<file path="config.mk">
export PLATFORM = sky130hd
export DESIGN_NAME = mlf_top
export DESIGN_NICKNAME = d
export VERILOG_FILES = /design/src/core/mlf_pkg.sv /design/src/core/mlf_det_if.sv /design/src/core/mlf_det.sv /design/src/core/mlf_top.sv
export SDC_FILE = /design/constraint.sdc
export NUM_CORES = 2
export LEC_CHECK = 0
export BUFFER_PORTS_ARGS = -buffer_cell sky130_fd_sc_hd__buf_4
export CAP_MARGIN = 15
export CORE_MARGIN = 3
export CORE_UTILIZATION = 55
export DETAILED_ROUTE_END_ITERATION = 16
export PLACE_DENSITY_LB_ADDON = 0.3
export SYNTH_ARGS = -nofsm -noshare
export SYNTH_HDL_FRONTEND = slang
export SYNTH_SLANG_ARGS = --single-unit
</file>
<file path="constraint.sdc">
create_clock -name i_clk_sys -period 16.4 [get_ports i_clk_sys]
set_input_delay 3.28 -clock i_clk_sys [delete_from_list [all_inputs] [get_ports i_clk_sys]]
set_output_delay 3.28 -clock i_clk_sys [all_outputs]
set_load 0.01 [all_outputs]
</file>
<file path="src/core/mlf_pkg.sv">
package mlf_pkg;
    // timing
    localparam int CLK_FREQ_HZ   = 20_000_000;
    localparam int MS_PER_S      = 1000;
    localparam int CYC_PER_MS    = CLK_FREQ_HZ / MS_PER_S;
    localparam int NOMTR_TIME_US = 100;
    localparam int NOMTR_CYCLES  = NOMTR_TIME_US * (CLK_FREQ_HZ / 1_000_000);
    localparam int DW            = 16;

    // register byte addresses (fault settings word sits at index * 4)
    localparam logic [11:0] FS2_IDX    = 12'h092;
    localparam logic [11:0] ADR_FS2    = 12'h248;
    localparam logic [11:0] ADR_LCTL   = 12'h000;
    localparam logic [11:0] ADR_KBASE  = 12'h004;
    localparam logic [11:0] ADR_MAXSPD = 12'h008;
    localparam logic [11:0] ADR_STS    = 12'h00C;
    localparam logic [11:0] ADR_MSK    = 12'h010;
    localparam logic [11:0] ADR_STATE  = 12'h014;
    localparam logic [31:0] FS2_RST    = 32'h00000000;

    // fault settings field positions
    localparam int SAT_EN_BIT  = 0;
    localparam int IPD_EN_BIT  = 1;
    localparam int NOMTR_LSB   = 19;
    localparam int BEMF_LSB    = 22;
    localparam int SPD_LSB     = 25;
    localparam int L3_EN_BIT   = 28;
    localparam int L2_EN_BIT   = 29;
    localparam int L1_EN_BIT   = 30;

    // lock control fields
    localparam int MODE_LSB    = 0;
    localparam int RETRY_LSB   = 4;
    localparam int RLIM_LSB    = 8;
    localparam int FCLR_BIT    = 16;

    // status bits
    localparam int ST_SPD  = 0;
    localparam int ST_BEMF = 1;
    localparam int ST_NOM  = 2;
    localparam int ST_IPD  = 3;
    localparam int ST_LOCK = 4;
    localparam int ST_SAT  = 5;

    localparam logic [47:0] PM_SCALE = 48'h0000000003E8; // per-mille base

    typedef enum logic [1:0] {
        MLF_IDLE, MLF_LATCHED, MLF_RETRY, MLF_REPORT
    } mlf_lock_type;

    // speed threshold, per-mille of max speed
    function automatic logic [47:0] mlf_spd_pm(input logic [2:0] c);
        return 48'(13'h514 + 13'(c) * 13'h064);
    endfunction

    // back-emf threshold, per-mille of expected back-emf
    function automatic logic [47:0] mlf_bemf_pm(input logic [2:0] c);
        case (c)
            3'h6:    return 48'h2A3;
            3'h7:    return 48'h2BC;
            default: return 48'(10'h190 + 10'(c) * 10'h032);
        endcase
    endfunction

    // no-motor threshold, per-mille of base_cur
    function automatic logic [47:0] mlf_nom_pm(input logic [2:0] c);
        case (c)
            3'h5:    return 48'h04B;
            3'h6:    return 48'h064;
            3'h7:    return 48'h0C8;
            default: return 48'(8'h0A + 8'(c) * 8'h0A);
        endcase
    endfunction

    // retry interval in milliseconds
    function automatic logic [31:0] mlf_retry_ms(input logic [3:0] c);
        case (c)
            4'h0:    return 32'h12C;
            4'h1:    return 32'h1F4;
            default: return 32'(c - 4'h1) * 32'h3E8;
        endcase
    endfunction
endpackage

</file>
<file path="src/core/mlf_det_if.sv">
`timescale 1ns/1ps
interface mlf_det_if;
    logic [31:0]             fs2;
    logic [mlf_pkg::DW-1:0]  kconst;
    logic [mlf_pkg::DW-1:0]  base_cur;
    logic [mlf_pkg::DW-1:0]  max_spd;
    logic                    f_spd;
    logic                    f_bemf;
    logic                    f_nom;
    logic                    f_ipd;
    logic                    f_cur_sat;
    logic                    f_spd_sat;

    modport ctl (output fs2, kconst, base_cur, max_spd,
                 input f_spd, f_bemf, f_nom, f_ipd, f_cur_sat, f_spd_sat);
    modport det (input fs2, kconst, base_cur, max_spd,
                 output f_spd, f_bemf, f_nom, f_ipd, f_cur_sat, f_spd_sat);
endinterface

</file>
<file path="src/core/mlf_det.sv">
`timescale 1ns/1ps
module mlf_det #(
    parameter int NOMTR_CYC = mlf_pkg::NOMTR_CYCLES
) (
    input  wire logic                   i_clk_sys,
    input  wire logic                   i_nrst,
    mlf_det_if.det                      cfg,
    input  wire logic [mlf_pkg::DW-1:0] i_speed,
    input  wire logic [mlf_pkg::DW-1:0] i_bemf,
    input  wire logic [mlf_pkg::DW-1:0] i_current,
    input  wire logic                   i_ipd_freq_err,
    input  wire logic                   i_cur_sat,
    input  wire logic                   i_spd_sat
);
    typedef struct packed {
        logic [15:0] nom_cnt;
        logic        spd;
        logic        bemf;
        logic        nom;
        logic        initial_position_detection;
        logic        csat;
        logic        ssat;
    } mlf_det_state_type;

    mlf_det_state_type s_q, s_d;
    logic [47:0]       spd_lhs, spd_rhs, bemf_lhs, bemf_rhs, nom_lhs, nom_rhs;
    logic              spd_hit, bemf_hit, nom_hit;
    logic              en1, en2, en3;

    assign en1 = cfg.fs2[mlf_pkg::L1_EN_BIT];
    assign en2 = cfg.fs2[mlf_pkg::L2_EN_BIT];
    assign en3 = cfg.fs2[mlf_pkg::L3_EN_BIT];

    // threshold compares scaled by 1000 so no divider is needed
    always_comb begin
        spd_lhs  = 48'(i_speed) * mlf_pkg::PM_SCALE;
        spd_rhs  = 48'(cfg.max_spd) *
                   mlf_pkg::mlf_spd_pm(cfg.fs2[mlf_pkg::SPD_LSB +: 3]);
        bemf_lhs = 48'(i_bemf) * mlf_pkg::PM_SCALE;
        bemf_rhs = 48'(32'(cfg.kconst) * 32'(i_speed)) *
                   mlf_pkg::mlf_bemf_pm(cfg.fs2[mlf_pkg::BEMF_LSB +: 3]);
        nom_lhs  = 48'(i_current) * mlf_pkg::PM_SCALE;
        nom_rhs  = 48'(cfg.base_cur) *
                   mlf_pkg::mlf_nom_pm(cfg.fs2[mlf_pkg::NOMTR_LSB +: 3]);
        spd_hit  = spd_lhs > spd_rhs;
        bemf_hit = bemf_lhs < bemf_rhs;
        nom_hit  = nom_lhs < nom_rhs;
    end

    // detectors; a disabled one is held clear with its filter reset
    always_comb begin
        s_d      = s_q;
        s_d.spd  = en1 && spd_hit;
        s_d.bemf = en2 && bemf_hit;
        if (!(en3 && nom_hit)) begin
            s_d.nom_cnt = 16'h0000;
        end else if (s_q.nom_cnt != 16'(NOMTR_CYC)) begin
            s_d.nom_cnt = s_q.nom_cnt + 16'h0001;
        end
        s_d.nom  = en3 && nom_hit && (s_q.nom_cnt == 16'(NOMTR_CYC));
        s_d.initial_position_detection  = cfg.fs2[mlf_pkg::IPD_EN_BIT] && i_ipd_freq_err;
        s_d.csat = cfg.fs2[mlf_pkg::SAT_EN_BIT] && i_cur_sat;
        s_d.ssat = cfg.fs2[mlf_pkg::SAT_EN_BIT] && i_spd_sat;
    end

    always_ff @(posedge i_clk_sys) begin
        if (!i_nrst) begin
            s_q <= '0;
        end else begin
            s_q <= s_d;
        end
    end

    assign cfg.f_spd     = s_q.spd;
    assign cfg.f_bemf    = s_q.bemf;
    assign cfg.f_nom     = s_q.nom;
    assign cfg.f_ipd     = s_q.initial_position_detection;
    assign cfg.f_cur_sat = s_q.csat;
    assign cfg.f_spd_sat = s_q.ssat;
endmodule // mlf_det

</file>
<file path="src/core/mlf_top.sv">
// Decided for this implementation: the Wishbone interface to the registers.
`timescale 1ns/1ps
// How it works
// - the initial position frequency fault is raised only while bit 1 is set.
// - loop saturation is indicated only while bit 0 is set.
// - the abnormal speed detector runs only while bit 30 is one.
// - the abnormal back-emf detector runs only while bit 29 is one.
// - the no-motor detector runs only while bit 28 is one.
// - bits 27:25 pick a speed threshold of 130 to 200 percent of max speed.
// - bits 24:22 pick a back-emf threshold from 40 to 70 percent of expected.
// - expected back-emf is the back-emf constant times the estimated speed.
// - bits 21:19 pick a no-motor current threshold of 1 to 20 percent of base.
// - latched modes latch the fault, drive nfault low, tristate or brake.
// - retry modes clear after the retry time and latch past the retry limit.
module mlf_top #(
    parameter int CYC_PER_MS = mlf_pkg::CYC_PER_MS,
    parameter int NOMTR_CYC  = mlf_pkg::NOMTR_CYCLES
) (
    input  wire logic                   i_clk_sys,
    input  wire logic                   i_nrst,
    input  wire logic                   i_wb_cyc,
    input  wire logic                   i_wb_stb,
    input  wire logic                   i_wb_we,
    input  wire logic [11:0]            i_wb_adr,
    input  wire logic [31:0]            i_wb_dat,
    input  wire logic [3:0]             i_wb_sel,
    output logic      [31:0]            o_wb_dat,
    output logic                        o_wb_ack,
    input  wire logic [mlf_pkg::DW-1:0] i_speed,
    input  wire logic [mlf_pkg::DW-1:0] i_bemf,
    input  wire logic [mlf_pkg::DW-1:0] i_current,
    input  wire logic                   i_ipd_freq_err,
    input  wire logic                   i_cur_sat,
    input  wire logic                   i_spd_sat,
    output logic                        o_ipd_freq_fault,
    output logic                        o_cur_loop_sat,
    output logic                        o_spd_loop_sat,
    output logic                        o_nfault,
    output logic                        o_gate_tristate,
    output logic                        o_brake_low_side,
    output logic                        o_irq
);
    typedef struct packed {
        logic                 ack;
        logic [31:0]          rdat;
        logic [31:0]          fs2;
        logic [31:0]          lctl;
        logic [31:0]          kbase;
        logic [15:0]          maxspd;
        logic [5:0]           sts;
        logic [5:0]           msk;
        mlf_pkg::mlf_lock_type st;
        logic [31:0]          tmr;
        logic [2:0]           rcnt;
        logic                 nfault;
        logic                 tri_on;
        logic                 brake;
    } mlf_top_state_type;

    mlf_top_state_type s_q, s_d;
    mlf_det_if         dif ();

    logic        req, wr, rd, lock_ev, fclr;
    logic [3:0]  mode;
    logic [5:0]  ev;
    logic [31:0] retry_cyc;
    logic [31:0] mspd_m, msk_m;

    // byte-lane merge used by every writable register
    function automatic logic [31:0] wmerge(input logic [31:0] old,
                                           input logic [31:0] nw,
                                           input logic [3:0]  sel);
        logic [31:0] r;
        r = old;
        for (int i = 0; i < 4; i++) begin
            if (sel[i]) begin
                r[8*i +: 8] = nw[8*i +: 8];
            end
        end
        return r;
    endfunction

    function automatic logic hit(input logic [11:0] a, input logic [11:0] o);
        return a[11:2] == o[11:2];
    endfunction

    mlf_det #(
        .NOMTR_CYC (NOMTR_CYC)
    ) u_det (
        .i_clk_sys      (i_clk_sys),
        .i_nrst         (i_nrst),
        .cfg            (dif.det),
        .i_speed        (i_speed),
        .i_bemf         (i_bemf),
        .i_current      (i_current),
        .i_ipd_freq_err (i_ipd_freq_err),
        .i_cur_sat      (i_cur_sat),
        .i_spd_sat      (i_spd_sat)
    );

    assign dif.fs2      = s_q.fs2;
    assign dif.kconst   = s_q.kbase[15:0];
    assign dif.base_cur = s_q.kbase[31:16];
    assign dif.max_spd  = s_q.maxspd;

    // bus strobes and decoded control
    always_comb begin
        req       = i_wb_cyc && i_wb_stb && !s_q.ack;
        wr        = req && i_wb_we;
        rd        = req && !i_wb_we;
        mode      = s_q.lctl[mlf_pkg::MODE_LSB +: 4];
        fclr      = wr && hit(i_wb_adr, mlf_pkg::ADR_LCTL) &&
                    i_wb_sel[2] && i_wb_dat[mlf_pkg::FCLR_BIT];
        lock_ev   = dif.f_spd || dif.f_bemf || dif.f_nom;
        retry_cyc = mlf_pkg::mlf_retry_ms(s_q.lctl[mlf_pkg::RETRY_LSB +: 4]) *
                    32'(CYC_PER_MS);
        // merged words for the narrow registers, cut down where stored
        mspd_m    = wmerge({16'h0000, s_q.maxspd}, i_wb_dat, i_wb_sel);
        msk_m     = wmerge(32'(s_q.msk), i_wb_dat, i_wb_sel);
        ev        = '0;
        ev[mlf_pkg::ST_SPD]  = dif.f_spd;
        ev[mlf_pkg::ST_BEMF] = dif.f_bemf;
        ev[mlf_pkg::ST_NOM]  = dif.f_nom;
        ev[mlf_pkg::ST_IPD]  = dif.f_ipd;
        ev[mlf_pkg::ST_SAT]  = dif.f_cur_sat || dif.f_spd_sat;
        ev[mlf_pkg::ST_LOCK] = lock_ev && s_q.st == mlf_pkg::MLF_IDLE &&
                               mode < 4'h9;
    end

    // register file, status and lock response in one next-state process
    always_comb begin
        s_d      = s_q;
        s_d.ack  = req;
        s_d.rdat = 32'h00000000;
        if (rd) begin
            case (1'b1)
                hit(i_wb_adr, mlf_pkg::ADR_FS2):    s_d.rdat = s_q.fs2;
                hit(i_wb_adr, mlf_pkg::ADR_LCTL):   s_d.rdat = {16'h0000,
                                                    s_q.lctl[15:0]};
                hit(i_wb_adr, mlf_pkg::ADR_KBASE):  s_d.rdat = s_q.kbase;
                hit(i_wb_adr, mlf_pkg::ADR_MAXSPD): s_d.rdat = {16'h0000,
                                                    s_q.maxspd};
                hit(i_wb_adr, mlf_pkg::ADR_STS):    s_d.rdat = 32'(s_q.sts);
                hit(i_wb_adr, mlf_pkg::ADR_MSK):    s_d.rdat = 32'(s_q.msk);
                hit(i_wb_adr, mlf_pkg::ADR_STATE):  s_d.rdat = 32'({s_q.st,
                                                    s_q.rcnt, s_q.brake,
                                                    s_q.tri_on, !s_q.nfault});
                default:                            s_d.rdat = 32'h00000000;
            endcase
        end
        if (wr) begin
            if (hit(i_wb_adr, mlf_pkg::ADR_FS2)) begin
                s_d.fs2 = wmerge(s_q.fs2, i_wb_dat, i_wb_sel);
            end
            if (hit(i_wb_adr, mlf_pkg::ADR_LCTL)) begin
                s_d.lctl = wmerge(s_q.lctl, i_wb_dat, i_wb_sel) &
                           32'h000007FF;
            end
            if (hit(i_wb_adr, mlf_pkg::ADR_KBASE)) begin
                s_d.kbase = wmerge(s_q.kbase, i_wb_dat, i_wb_sel);
            end
            if (hit(i_wb_adr, mlf_pkg::ADR_MAXSPD)) begin
                s_d.maxspd = mspd_m[15:0];
            end
            if (hit(i_wb_adr, mlf_pkg::ADR_MSK)) begin
                s_d.msk = msk_m[5:0];
            end
        end
        // read clears status, but a new event in the same cycle survives
        if (rd && hit(i_wb_adr, mlf_pkg::ADR_STS)) begin
            s_d.sts = ev;
        end else begin
            s_d.sts = s_q.sts | ev;
        end
        // lock response
        if (s_q.tmr != 32'h00000000) begin
            s_d.tmr = s_q.tmr - 32'h00000001;
        end
        case (s_q.st)
            mlf_pkg::MLF_IDLE: begin
                s_d.nfault = 1'b1;
                s_d.tri_on = 1'b0;
                s_d.brake  = 1'b0;
                if (lock_ev && mode < 4'h9) begin
                    s_d.nfault = 1'b0;
                    s_d.tri_on = mode < 4'h8 && !mode[1];
                    s_d.brake  = mode < 4'h8 && mode[1];
                    if (mode == 4'h8) begin
                        s_d.st = mlf_pkg::MLF_REPORT;
                    end else if (mode < 4'h4 ||
                        s_q.rcnt >= s_q.lctl[mlf_pkg::RLIM_LSB +: 3]) begin
                        s_d.st = mlf_pkg::MLF_LATCHED;
                    end else begin
                        s_d.st  = mlf_pkg::MLF_RETRY;
                        s_d.tmr = retry_cyc;
                    end
                end
            end
            mlf_pkg::MLF_RETRY: begin
                if (s_q.tmr == 32'h00000001 || s_q.tmr == 32'h00000000) begin
                    s_d.st   = mlf_pkg::MLF_IDLE;
                    s_d.rcnt = s_q.rcnt + 3'h1;
                    s_d.tmr  = 32'h00000000;
                end
            end
            mlf_pkg::MLF_REPORT: begin
                if (!lock_ev) begin
                    s_d.st = mlf_pkg::MLF_IDLE;
                end
            end
            mlf_pkg::MLF_LATCHED: begin
                s_d.st = mlf_pkg::MLF_LATCHED;
            end
            default: s_d.st = mlf_pkg::MLF_IDLE;
        endcase
        // software clear releases a latched or retrying fault
        if (fclr) begin
            s_d.st     = mlf_pkg::MLF_IDLE;
            s_d.rcnt   = 3'h0;
            s_d.tmr    = 32'h00000000;
            s_d.nfault = 1'b1;
            s_d.tri_on = 1'b0;
            s_d.brake  = 1'b0;
        end
    end

    always_ff @(posedge i_clk_sys) begin
        if (!i_nrst) begin
            s_q        <= '0;
            s_q.fs2    <= mlf_pkg::FS2_RST;
            s_q.st     <= mlf_pkg::MLF_IDLE;
            s_q.nfault <= 1'b1;
        end else begin
            s_q <= s_d;
        end
    end

    assign o_wb_dat         = s_q.rdat;
    assign o_wb_ack         = s_q.ack;
    assign o_ipd_freq_fault = dif.f_ipd;
    assign o_cur_loop_sat   = dif.f_cur_sat;
    assign o_spd_loop_sat   = dif.f_spd_sat;
    assign o_nfault         = s_q.nfault;
    assign o_gate_tristate  = s_q.tri_on;
    assign o_brake_low_side = s_q.brake;
    assign o_irq            = |(s_q.sts & s_q.msk);
endmodule // mlf_top

</file>
==> impl_metrics.ini <==
[critical_path]
arrival_ps = 16140
endpoint_kind = register
crit_slowest_cell = fa_1
cp.buffers_inverters = 11
start_kind = input pin
path_delay_family = adder cells
crit_fanout = 4
max_stage_delay_ps = 580
crit_required_ps = 16730
cpMostUsedCell = fa_1
rrSetupSlack_ps = 2840
crit_type = in -> reg

[clocking]
cts_max_level = 4
cts-buffers-inserted = 17
cts_buffer_depth = 2
clock_latency_ps = 450
cts_tree = yes
clk_root_buffer_cell = clkbuf_16
cts.clk_slew.worst_paths_ps = 80
postCtsHoldBufs = 0
cts_num_sinks = 198

[pwr]
total_power_mw = 3.173
leakage_nw = 29.45
power.density_nw_per_um2 = 56.34
irDropWorstVdd_mv = 0.08790

[floorplan]
dieHeight_microns = 316.0
start_util_pct = 55.55
design.die.area_sq_um = 99870
io_pins = 144
die_w_microns = 316.0
coreArea_sq_um = 95150
num_rows = 113

[routing]
post_drt_wl_per_cell_microns = 16.65
postRouteAntennaNets = 0
viasPerCell = 5.479
drc = 0
drt-pass1-iter-count = 10
wirelength_microns = 122200
drtIter0Drc = 2504
detailroute.via_count = 40225

[synthesis]
yosysWarnings = 0
synthArstFlopShare_pct = 0
yosys.cell_types.count = 86
synth_edf_count = 0
ys_seq_area_share_pct = 7.499
syn_area_sq_um = 52860
synth-seq-cells = 198
ys.flop_type = dfxtp_1
syn_avg_cell_area_sq_um = 8.838
synth_cells = 5981

[global_route]
overflow = 0
track_usage_pct = 25.22
grt_max_degree = 89
grt_pass1_vias = 42015
antenna_found_initial = 2
grt_first_pass_wirelength_microns = 206200

[sta]
timing.final.crit_share_pct = 96.42
maxSlewHeadroom_pct = 22.63
worstMarginPinSlew_ps = 1148
min_period_ps = 15810
final_hold_viol_count = 0
report.final.slew_viol_count = 0
max_freq_mhz = 63.24
fin_skew_ps = 20.45
finalSetupTns_ps = 0
finalSetupViolations = 0
fin_ws_ps = 587.7

[flow_run]
cap_violations = 0

[placement]
io_buffers = 141
place_congestion = 0.8780
place_area_sq_um = 55540
dp_slack_ps = -70.99
place_hpwl_microns = 101900

[cells_and_area]
drive_gt1_share_pct = 5.962
fill_cells = 8267
syn_to_final_growth_pct = 6.545
fin_nets = 7891
final_util_pct = 59.19
stdcell_area_sq_um = 56320

[hold_path]
hold_path_class = reg -> reg

[run_status]
status = complete, no violations
==> sequential cells by signal, summed over array words and instances, names as in the netlist, 4 cells and up <==
register      count
dif.base_cur     16
dif.fs2          32
dif.kconst       16
dif.max_spd      16
mode              4
o_wb_dat         32
s_q              56
u_det.s_q        16
==> cell type report <==
type / instances / area (sq um) / share of cell area [%]
clock buffers: 19 / 452.9 / 0.8042
diodes: 4 / 10.01 / 0.01777
flip-flops and latches: 198 / 3964 / 7.038
inverters: 1154 / 4332 / 7.691
repair buffers: 268 / 2012 / 3.572
well taps: 1265 / 1583 / 2.810
multi-input cells: 4420 / 43800 / 77.78
clock inverters: 13 / 161.4 / 0.2866
==> metal layers <==
metal	vias to the layer above	global-route usage [%]	share of wire (%)
li1	19030	-	-
met1	19929	33.73	43
met2	1097	43.89	49
met3	169	2.934	6.2
met4	0	5.824	2.0
met5	-	0	0
==> repair_timing <==
item	CTS	global route
setup endpoints to repair	0	1
resized for setup	0	26
setup buffers	0	3
==> worst register-to-register path: cells and delay by family (launching register included) <==
family	cells	cell delay, ps
and+or+nand+nor	10	1670
DFF	1	840
AOI/OAI and AO/OA	13	2300
xor gates and xnor gates	2	290
adders and majority gates	17	7350
buffers and inverters	11	1000
==> cell usage after synthesis (18+ instances only) <==
cell	instances	area share (%)
a21boi_0	25	0.36
a21o_1	59	0.84
a21oi_1	184	1.7
a22oi_1	43	0.61
a31oi_1	19	0.22
and2_1	247	2.9
and3_1	41	0.49
buf_4	32	0.45
clkbuf_1	172	1.2
dfxtp_1	198	7.5
fa_1	849	32
ha_1	879	21
inv_1	1153	8.2
mux2i_1	95	1.8
nand2_1	592	4.2
nand2b_1	74	0.88
nand3_1	61	0.58
nand4_1	21	0.25
nor2_1	345	2.4
nor2b_1	152	1.8
nor3_1	64	0.61
nor4_1	18	0.21
o21a_1	21	0.30
o21ai_0	113	1.1
o21bai_1	24	0.34
or3_1	21	0.25
xnor2_1	146	2.4
xor2_1	102	1.7
==> power by group <==
part | switching, mW | internal, mW
logic | 1.16 | 1.03
clock network | 0.207 | 0.226
registers | 0.0308 | 0.517
==> cell families after synthesis <==
logic type,share of synthesized area (%)
DFF,7.499
adders and majority gates,52.96
other,0.01421
muxes,1.863
and+or+nand+nor,15.29
buffers and inverters,9.987
xor gates and xnor gates,4.140
AOI/OAI and AO/OA,8.247
==> worst paths after layout <==
kind / startpoint / endpoint / cells past startpoint
worst min register to register: s_q[50] / s_q[50] / 2
worst max register to register: dif.kconst[1] / u_det.cfg.f_bemf / 53
worst max-delay path: i_speed[6] / u_det.cfg.f_bemf / 53
worst min-delay path: s_q[50] / s_q[50] / 2
==> per-stage QoR <==
| step | std cells | hold WS, ps |
|---|---|---|
| 2_1_floorplan | 5991 | 424.8 |
| 3_3_place_gp | 7302 | 481.6 |
| 3_5_place_dp | 7302 | 486.2 |
| 4_1_cts | 7334 | 496.4 |
| 5_1_grt | 7337 | 524.0 |
| 6_report | 7341 | 505.2 |
==> cell usage in the layout, fill, tap and decap left out, drive strengths merged, types with 19 or more instances in the layout <==
| cell type | instances |
|---|---|
| and2 | 247 |
| nand2 | 592 |
| o21a | 21 |
| ha | 879 |
| mux2i | 95 |
| inv | 1158 |
| nor2 | 345 |
| o21bai | 24 |
| xor2 | 103 |
| clkbuf | 19 |
| buf | 268 |
| fa | 849 |
| nor3 | 66 |
| o21ai | 120 |
| nand3 | 62 |
| a31oi | 20 |
| and3 | 42 |
| a21o | 59 |
| nand4 | 21 |
| a21boi | 27 |
| or3 | 21 |
| nor2b | 152 |
| xnor2 | 146 |
| nand2b | 74 |
| a21oi | 185 |
| dfxtp | 198 |
| a22oi | 43 |
(Power assumes the default switching activity.)
